### src/slb_pkg.sv
// constants and types shared by the serial latch bus master
package slb_pkg;

  // register byte offsets on the wishbone bus
  localparam logic [5:0] SLB_TX0_OFS  = 6'h00;
  localparam logic [5:0] SLB_TX1_OFS  = 6'h04;
  localparam logic [5:0] SLB_TX2_OFS  = 6'h08;
  localparam logic [5:0] SLB_CTRL_OFS = 6'h0c;
  localparam logic [5:0] SLB_RX0_OFS  = 6'h10;
  localparam logic [5:0] SLB_RX1_OFS  = 6'h14;
  localparam logic [5:0] SLB_RX2_OFS  = 6'h18;
  localparam logic [5:0] SLB_STRW_OFS = 6'h1c;
  localparam logic [5:0] SLB_MISC_OFS = 6'h20;

  // transfer_control_word fields
  localparam int SLB_CTRL_GO  = 7;
  localparam int SLB_CTRL_BUS = 6;
  localparam int SLB_CTRL_ANS = 5;
  localparam int SLB_CTRL_L3  = 3;
  localparam int SLB_CTRL_L2  = 2;
  localparam int SLB_CTRL_L1  = 1;
  localparam int SLB_CTRL_L0  = 0;

  // misc register fields
  localparam int SLB_MISC_HOLD = 0;
  localparam int SLB_MISC_BUSY = 1;
  localparam int SLB_MISC_L3ON = 2;

  // values after reset
  localparam logic [7:0]  SLB_CTRL_RST = 8'h00;
  localparam logic [6:0]  SLB_STRW_RST = 7'h00;
  localparam logic [31:0] SLB_RD_NONE  = 32'h0000_0000;

  // counts of serial bus clock falling edges
  localparam logic [4:0] SLB_FRAME_BITS = 5'h18;
  localparam logic [4:0] SLB_ANS_EDGE   = 5'h05;
  localparam logic [6:0] SLB_STR_UNIT   = 7'h64;

  typedef enum logic [2:0] {
    SLB_IDLE,
    SLB_SHIFT,
    SLB_LATCH,
    SLB_WAIT_ANS,
    SLB_RECV
  } slb_state_e;

  // classic wishbone request from the master
  typedef struct packed {
    logic        cyc;
    logic        stb;
    logic        we;
    logic [5:0]  adr;
    logic [3:0]  sel;
    logic [31:0] dat;
  } slb_wb_req_s;

endpackage

### src/slb_edge_sync.sv
// three-stage synchroniser with settled level and edge pulses
module slb_edge_sync #(
  parameter int W = 2
) (
  input  wire logic         clk_i,
  input  wire logic         rst_i,
  input  wire logic [W-1:0] sig_i,
  output logic      [W-1:0] lvl_o,
  output logic      [W-1:0] rise_o,
  output logic      [W-1:0] fall_o
);

  typedef struct packed {
    logic [W-1:0] s1;
    logic [W-1:0] s2;
    logic [W-1:0] s3;
    logic [W-1:0] lvl;
    logic [W-1:0] rise;
    logic [W-1:0] fall;
  } slb_sync_s;

  slb_sync_s s_q;
  slb_sync_s s_d;

  // a change counts only once stages two and three agree
  always_comb
  begin
    s_d    = s_q;
    s_d.s1 = sig_i;
    s_d.s2 = s_q.s1;
    s_d.s3 = s_q.s2;
    for (int i = 0; i < W; i++)
    begin
      s_d.rise[i] = 1'b0;
      s_d.fall[i] = 1'b0;
      if ((s_q.s2[i] == s_q.s3[i]) && (s_q.s3[i] != s_q.lvl[i]))
      begin
        s_d.lvl[i]  = s_q.s3[i];
        s_d.rise[i] = s_q.s3[i];
        s_d.fall[i] = ~s_q.s3[i];
      end
    end
  end

  always_ff @(posedge clk_i)
  begin
    if (rst_i)
      s_q <= '0;
    else
      s_q <= s_d;
  end

  assign lvl_o  = s_q.lvl;
  assign rise_o = s_q.rise;
  assign fall_o = s_q.fall;

endmodule

### src/slb_master.sv
// serial latch bus master: 24-bit shift out, latches, answer capture
// Contract
// setting go starts the shift clocking and the transfer
// 24 transmit bits leave on the data line, one per falling bus edge
// next falling edge after last bit pulses the latch and send-done together
// control word is cleared once the latch is generated
// software loads a non-zero strobe width before a latch 3 bus transfer
// answer capture starts on the fifth falling edge after the latch
// after 24 captured bits, read registers load and receive-done pulses
// answer transfers still pulse send-done with the latch
// answer bytes: preamble first, then two result bytes
// software leaves tx and control alone 25us or until send-done
// with answer, software waits 6 bus clocks after send-done
// with answer, no new go until 55us or receive-done
// strobe width stays zero for latches 0, 1, 2 and link latch 3
// software never uses control bus and synth link at once
// control bus words: go and bus select high, latch bits 0 or 1
// synth link words: go, bus select low, bit 3 or bit 2
// latch 3 strobe lasts the programmed time; writing zero ends it
// other transfers may run while the latch 3 strobe is high
// hold-high bit keeps latch 3 asserted if set before expiry
// strobe time counting starts when the serial transfer completes
// first transmit byte msb goes first, then second and third bytes
// 7-bit strobe width counts units of 100 bus clocks, decrementing
// data line is released after each transfer for the answer
module slb_master (
  input  wire logic                 clk_i,
  input  wire logic                 rst_i,
  input  wire slb_pkg::slb_wb_req_s wb_req_i,
  output logic                      wb_ack_o,
  output logic [31:0]               wb_dat_o,
  input  wire logic                 serial_bus_clock_i,
  input  wire logic                 serial_data_line_i,
  output logic                      serial_data_line_o,
  output logic                      serial_data_line_oe_n_o,
  output logic [3:0]                latch_o,
  output logic                      send_done_o,
  output logic                      receive_done_irq_o
);

  typedef struct packed {
    slb_pkg::slb_state_e st;
    logic [4:0]          cnt;
    logic [23:0]         txsh;
    logic [23:0]         rxsh;
    logic [7:0]          ctrl;
    logic [2:0][7:0]     tx;
    logic [2:0][7:0]     rx;
    logic [6:0]          strw;
    logic [6:0]          pre;
    logic                l3_on;
    logic                hold;
    logic [3:0]          pulse;
    logic                dout;
    logic                oe_n;
    logic                send_done;
    logic                recv_done;
    logic                ack;
    logic [31:0]         rdat;
  } slb_core_s;

  slb_core_s s_q;
  slb_core_s s_d;

  logic [1:0] sync_lvl;
  logic [1:0] sync_rise;
  logic [1:0] sync_fall;
  logic       bus_fall;
  logic       bus_rise;
  logic       din;
  logic       wb_req;
  logic       wb_wr;

  // bit 0 is the bus clock, bit 1 the data line
  slb_edge_sync #(
    .W(2)
  ) u_sync (
    .clk_i  (clk_i),
    .rst_i  (rst_i),
    .sig_i  ({serial_data_line_i, serial_bus_clock_i}),
    .lvl_o  (sync_lvl),
    .rise_o (sync_rise),
    .fall_o (sync_fall)
  );

  assign bus_fall = sync_fall[0];
  assign bus_rise = sync_rise[0];
  assign din      = sync_lvl[1];

  // write lands on the edge where the master samples ack
  assign wb_req = wb_req_i.cyc && wb_req_i.stb;
  assign wb_wr  = wb_req && wb_req_i.we && s_q.ack && wb_req_i.sel[0];

  // read data mux, unmapped words read as zero
  function automatic logic [31:0] rd_mux(input slb_core_s s, input logic [5:0] adr);
    logic [31:0] r;
    r = slb_pkg::SLB_RD_NONE;
    case (adr)
      slb_pkg::SLB_TX0_OFS:  r[7:0] = s.tx[0];
      slb_pkg::SLB_TX1_OFS:  r[7:0] = s.tx[1];
      slb_pkg::SLB_TX2_OFS:  r[7:0] = s.tx[2];
      slb_pkg::SLB_CTRL_OFS: r[7:0] = s.ctrl;
      slb_pkg::SLB_RX0_OFS:  r[7:0] = s.rx[0];
      slb_pkg::SLB_RX1_OFS:  r[7:0] = s.rx[1];
      slb_pkg::SLB_RX2_OFS:  r[7:0] = s.rx[2];
      slb_pkg::SLB_STRW_OFS: r[6:0] = s.strw;
      slb_pkg::SLB_MISC_OFS:
      begin
        r[slb_pkg::SLB_MISC_HOLD] = s.hold;
        r[slb_pkg::SLB_MISC_BUSY] = (s.st != slb_pkg::SLB_IDLE);
        r[slb_pkg::SLB_MISC_L3ON] = s.l3_on;
      end
      default: r = slb_pkg::SLB_RD_NONE;
    endcase
    return r;
  endfunction

  // next state of the whole block
  always_comb
  begin
    s_d           = s_q;
    s_d.ack       = 1'b0;
    s_d.send_done = 1'b0;
    s_d.recv_done = 1'b0;

    // single wait state answer; ack drops the cycle after it was given
    if (wb_req && !s_q.ack)
    begin
      s_d.ack  = 1'b1;
      s_d.rdat = rd_mux(s_q, wb_req_i.adr);
    end

    // register writes, only the low byte lane carries data
    if (wb_wr)
    begin
      case (wb_req_i.adr)
        slb_pkg::SLB_TX0_OFS:  s_d.tx[0] = wb_req_i.dat[7:0];
        slb_pkg::SLB_TX1_OFS:  s_d.tx[1] = wb_req_i.dat[7:0];
        slb_pkg::SLB_TX2_OFS:  s_d.tx[2] = wb_req_i.dat[7:0];
        slb_pkg::SLB_CTRL_OFS: s_d.ctrl  = wb_req_i.dat[7:0];
        slb_pkg::SLB_STRW_OFS: s_d.strw  = wb_req_i.dat[6:0];
        slb_pkg::SLB_MISC_OFS: s_d.hold  = wb_req_i.dat[slb_pkg::SLB_MISC_HOLD];
        default: s_d.ctrl = s_d.ctrl;
      endcase
    end

    // fixed latch pulses end on the next rising edge, about half a period
    if (bus_rise)
      s_d.pulse = 4'h0;

    // transfer sequencer, stepped by falling edges of the bus clock
    case (s_q.st)
      slb_pkg::SLB_IDLE:
      begin
        if (s_q.ctrl[slb_pkg::SLB_CTRL_GO])
        begin
          s_d.st   = slb_pkg::SLB_SHIFT;
          s_d.cnt  = 5'h00;
          s_d.txsh = {s_q.tx[0], s_q.tx[1], s_q.tx[2]};
        end
      end
      slb_pkg::SLB_SHIFT:
      begin
        if (bus_fall)
        begin
          if (s_q.cnt == slb_pkg::SLB_FRAME_BITS)
          begin
            // latch and send-done share this edge
            s_d.st        = slb_pkg::SLB_LATCH;
            s_d.send_done = 1'b1;
            s_d.oe_n      = 1'b1;
            s_d.ctrl      = slb_pkg::SLB_CTRL_RST;
            if (s_q.ctrl[slb_pkg::SLB_CTRL_BUS])
            begin
              s_d.pulse[0] = s_q.ctrl[slb_pkg::SLB_CTRL_L0];
              s_d.pulse[1] = s_q.ctrl[slb_pkg::SLB_CTRL_L1];
              if (s_q.ctrl[3:0] == 4'h0)
              begin
                if (s_q.strw != 7'h00)
                begin
                  s_d.l3_on = 1'b1;
                  s_d.pre   = 7'h00;
                end
                else
                  s_d.pulse[3] = 1'b1;
              end
            end
            else
            begin
              s_d.pulse[2] = s_q.ctrl[slb_pkg::SLB_CTRL_L2];
              s_d.pulse[3] = s_q.ctrl[slb_pkg::SLB_CTRL_L3];
            end
            // answer flag lives on once the control word is cleared
            s_d.cnt = {4'h0, s_q.ctrl[slb_pkg::SLB_CTRL_ANS]};
          end
          else
          begin
            s_d.dout = s_q.txsh[23];
            s_d.oe_n = 1'b0;
            s_d.txsh = {s_q.txsh[22:0], 1'b0};
            s_d.cnt  = s_q.cnt + 5'h01;
          end
        end
      end
      slb_pkg::SLB_LATCH:
      begin
        // first falling edge after the latch edge
        if (bus_fall)
        begin
          if (s_q.cnt[0])
          begin
            s_d.st  = slb_pkg::SLB_WAIT_ANS;
            s_d.cnt = 5'h01;
          end
          else
            s_d.st = slb_pkg::SLB_IDLE;
        end
      end
      slb_pkg::SLB_WAIT_ANS:
      begin
        // give the slave four edges of response time
        if (bus_fall)
        begin
          if (s_q.cnt == (slb_pkg::SLB_ANS_EDGE - 5'h01))
          begin
            s_d.st   = slb_pkg::SLB_RECV;
            s_d.rxsh = {s_q.rxsh[22:0], din};
            s_d.cnt  = 5'h01;
          end
          else
            s_d.cnt = s_q.cnt + 5'h01;
        end
      end
      slb_pkg::SLB_RECV:
      begin
        if (bus_fall)
        begin
          s_d.rxsh = {s_q.rxsh[22:0], din};
          s_d.cnt  = s_q.cnt + 5'h01;
          if (s_q.cnt == (slb_pkg::SLB_FRAME_BITS - 5'h01))
          begin
            s_d.rx[0]     = s_d.rxsh[23:16];
            s_d.rx[1]     = s_d.rxsh[15:8];
            s_d.rx[2]     = s_d.rxsh[7:0];
            s_d.recv_done = 1'b1;
            s_d.st        = slb_pkg::SLB_IDLE;
          end
        end
      end
      default: s_d.st = slb_pkg::SLB_IDLE;
    endcase

    // latch 3 strobe runs beside the sequencer so other latches can follow
    if (s_q.l3_on)
    begin
      if (s_d.strw == 7'h00)
        s_d.l3_on = s_q.hold;
      else if (bus_fall)
      begin
        if (s_q.pre == (slb_pkg::SLB_STR_UNIT - 7'h01))
        begin
          s_d.pre  = 7'h00;
          s_d.strw = s_d.strw - 7'h01;
        end
        else
          s_d.pre = s_q.pre + 7'h01;
      end
    end
  end

  // a reset leaves the data line released and every latch low
  always_ff @(posedge clk_i)
  begin
    if (rst_i)
    begin
      s_q      <= '0;
      s_q.oe_n <= 1'b1;
    end
    else
      s_q <= s_d;
  end

  assign wb_ack_o                = s_q.ack;
  assign wb_dat_o                = s_q.rdat;
  assign serial_data_line_o      = s_q.dout;
  assign serial_data_line_oe_n_o = s_q.oe_n;
  assign latch_o                 = s_q.pulse | {s_q.l3_on, 3'h0};
  assign send_done_o             = s_q.send_done;
  assign receive_done_irq_o      = s_q.recv_done;
endmodule

### config.mk
export PLATFORM = sky130hd
export DESIGN_NAME = slb_master
export DESIGN_NICKNAME = d
export VERILOG_FILES = /design/src/slb_pkg.sv /design/src/slb_edge_sync.sv /design/src/slb_master.sv
export SDC_FILE = /design/constraint.sdc
export NUM_CORES = 1
export LEC_CHECK = 0
export BUFFER_PORTS_ARGS = -buffer_cell sky130_fd_sc_hd__buf_2
export CORE_MARGIN = 1.5
export CORE_UTILIZATION = 52
export DETAILED_ROUTE_END_ITERATION = 10
export HOLD_SLACK_MARGIN = 0.15
export PLACE_DENSITY = 0.74
export SKIP_CTS_REPAIR_TIMING = 1
export SLEW_MARGIN = 20
export SYNTH_ARGS = -nofsm -noshare
export SYNTH_HDL_FRONTEND = slang
export SYNTH_SLANG_ARGS = --single-unit
### constraint.sdc
create_clock -name clk_i -period 2.5 [get_ports clk_i]
set_input_delay 0.375 -clock clk_i [delete_from_list [all_inputs] [get_ports clk_i]]
set_output_delay 0.375 -clock clk_i [all_outputs]
set_load 0.02 [all_outputs]
==> flow_metrics.py <==
metrics = {
    "synth": {
        "synth_fa_ha_area_share_pct": 0.6934,
        "ys_ff_latch": 154,
        "synth_cells": 781,
        "syn_area_um2": 7218,
        "muxShareOfSynthArea_pct": 16.92,
        "async_reset_ff_share_pct": 0,
        "yosysSeqAreaShare_pct": 42.71,
        "synth.area.top_cells": "dfxtp_1 43%, mux2i_1 10%, nor2_1 6.1%",
        "synth_top_family_by_area": "simple AND/OR/NAND/NOR gates",
        "ys.warnings.count": 0,
        "syn_area_per_cell_um2": 9.242,
        "synthSimpleGateAreaFrac_pct": 20.58,
        "yosysUniqueCellTypes": 75,
        "synth_top_area_share_pct": 42.71,
        "synth_edf_count": 0,
        "synthXorXnorAreaFrac_pct": 0.3640,
        "synth_compound_area_share_pct": 11.30,
        "synth_ff_type": "dfxtp_1",
        "yosys.area.top_type": "dfxtp_1",
    },
    "floorplan": {
        "die_area_um2": 14600,
        "fp-row-count": 42,
        "initial_core_util_pct": 53.87,
        "io_pins": 90,
        "die_w_um": 120.8,
        "coreArea_um2": 13400,
        "die_height_um": 120.8,
    },
    "worst_setup_path": {
        "cp_top_family": "simple AND/OR/NAND/NOR gates",
        "crit_slowest_cell": "dfxtp_1",
        "cp_cell_sequence": "nand3_1 -> nand4bb_4 -> mux2i_2 -> ha_1 -> nor3b_2 -> mux2i_4 -> buf_4 -> buf_4 -> nand3_1 -> o221ai_1",
        "slowest_delay_ns": 0.37,
        "endpoint_kind": "flip-flop",
        "crit_type": "reg -> reg",
        "cp-start-kind": "flip-flop",
        "critical_path_buf_inv_count": 2,
        "cp_max_fo": 5,
        "crit_required_ns": 2.79,
        "cp.arrival_ns": 2.72,
    },
    "power_and_ir_drop": {
        "p_seq_share_pct": 44.9,
        "p_clk_share_pct": 51.3,
        "p_sw_mw": 1.165,
        "swShare_pct": 21.15,
        "total_power_mw": 5.509,
        "internal_power_mw": 4.343,
        "peakVddDrop_mv": 0.4793,
        "cellPowerDensity_nw_per_um2": 673.2,
        "p_comb_share_pct": 3.8,
        "p_leak_nw": 3.186,
    },
    "clocking": {
        "clock-sinks": 154,
        "numCtsBuffers": 17,
        "htreeDepth": 4,
        "clock_latency_ns": 0.43,
        "cts.path.max_buffers": 2,
        "cts_root_buf": "clkbuf_16",
        "tritoncts": "done",
        "clk_pin_slew_ns": 0.06,
    },
    "drt": {
        "ant_nets": 0,
        "viasPerCell": 5.911,
        "dr.first_iter.drc_count": 607,
        "drc": 0,
        "drt_first_pass_iters": 5,
        "routed_wl_um": 17390,
        "vias": 5881,
        "wl_per_cell_um": 17.48,
    },
    "grt": {
        "grt_pass1_vias": 5619,
        "grt_max_degree": 112,
        "overflow": 0,
        "grt_pass1_wl_um": 27580,
        "antenna_found_initial": 0,
        "grt.total_usage_pct": 24.16,
    },
    "placed_design": {
        "io_buffers": 38,
        "dpl-instance-area_um2": 7473,
        "dp_hpwl_um": 11680,
        "gp_congestion": 0.9057,
    },
    "cells_and_area": {
        "final_util_pct": 61.06,
        "drive_gt1_share_pct": 18.19,
        "design_area_um2": 8183,
        "layout.nets": 859,
        "area_growth_pct": 13.36,
        "multi_input_area_um2": 3760,
        "seqCellArea_um2": 3083,
        "n_antenna_cell": 0,
        "fillCellCount": 1093,
    },
    "sta": {
        "worst_slew_pin_slew_ns": 0.7682,
        "setup_violations": 0,
        "period_minus_slack_ns": 2.427,
        "timing.fmax_mhz": 412.0,
        "rsz0062_at_grt": "true",
        "hold_violations": 0,
        "slew_headroom_pct": 48.39,
        "clock_skew_ns": 0.007256,
        "min_period_over_period_pct": 97.09,
        "slew_viol_final": 0,
        "fin_hold_ws_ns": 0.1644,
    },
    "min_path": {
        "hp-class": "in -> reg",
    },
    "outcome": {
        "status": "finished, final reports clean",
    },
    "run": {
        "drv_cap": 0,
    },
}
==> kinds of logic after synthesis <==
logic type               Yosys count
AND/OR/NAND/NOR                  311
XOR/XNOR                           3
other                              1
multiplexers                     100
adder cells (fa/ha/maj)            4
buffers and inverters             94
AO/OA/AOI/OAI                    114
flip-flops                       154
==> power by group through the flow <==
stage / combinational [mW] / sequential, mW / clock, mW
after floorplan: 0.169 / 2.53 / 0
after global placement: 0.200 / 2.53 / 0
after detailed placement: 0.203 / 2.53 / 0
after CTS: 0.206 / 2.47 / 2.85
after global routing: 0.227 / 2.47 / 2.95
final: 0.212 / 2.47 / 2.82
==> final cells by class <==
cell class	count	area share, %
clock buffers	20	5.581
clock inverters	12	2.370
inverters	11	0.5046
multi-input cells	556	45.95
flip-flops and latches	154	37.68
well taps	176	2.691
repair buffers	66	5.229
==> worst paths after layout <==
check	startpoint	to	slack, ns	depth (start not counted)
setup / recovery	wb_ack_o	s_q[49]	0.07	10
hold / removal	serial_data_line_i	u_sync.s_d[9]	0.16	2
setup reg to reg	wb_ack_o	s_q[49]	0.07	10
hold reg to reg	u_sync.s_d[9]	u_sync.s_d[7]	0.44	1
==> registers in the layout, indices dropped and copies added, names as in the netlist <==
register / cells
serial_data_line_oe_n_o: 1
send_done_o: 1
u_sync.s_d: 4
u_sync.s_q: 2
wb_ack_o: 1
serial_data_line_o: 1
u_sync.rise_o: 1
wb_dat_o: 8
s_q: 131
u_sync.lvl_o: 2
receive_done_irq_o: 1
u_sync.fall_o: 1
==> Yosys cell counts, types with 7 or more instances <==
cell type	instances
dfxtp_1	154
nor2_1	118
nand2_1	92
mux2i_1	75
buf_4	37
a21oi_1	31
nand3_1	30
clkbuf_1	27
a311oi_1	24
buf_2	14
mux4_2	14
inv_1	11
o21ai_0	11
a211oi_1	10
nor2b_1	9
nor3_1	8
a22oi_1	7
==> placed cells by master (no fill, tap or decap), types with 9 or more instances in the layout <==
cell type and n:
nand3_1 30, a21oi_1 30, nor2b_1 9, inv_1 11
mux4_2 14, nor2_1 118, o21ai_0 11, nand2_1 92
conb_1 24, dfxtp_1 154, a311oi_1 24, buf_2 37
clkbuf_16 17, buf_4 27, a211oi_1 10, mux2i_1 73
==> per-layer routing <==
layer	vias up	GRT usage [%]	part of all wire, %
met5	-	0	0
met4	0	13.16	4.0
met3	61	5.660	6.9
met2	237	38.49	47
met1	2810	30.27	42
li1	2773	-	-
==> through the flow <==
step | setup TNS, ns | worst slack, ns | instances
after global placement | -0.1422 | -0.05655 | 963
final | 0 | 0.07282 | 995
after detailed placement | -0.9853 | -0.1392 | 963
after global routing | -0.05716 | -0.02790 | 995
after floorplan | -0.5301 | -0.08264 | 804
after CTS | 0 | 0.02453 | 995
Power figures use the tool's default switching activity.
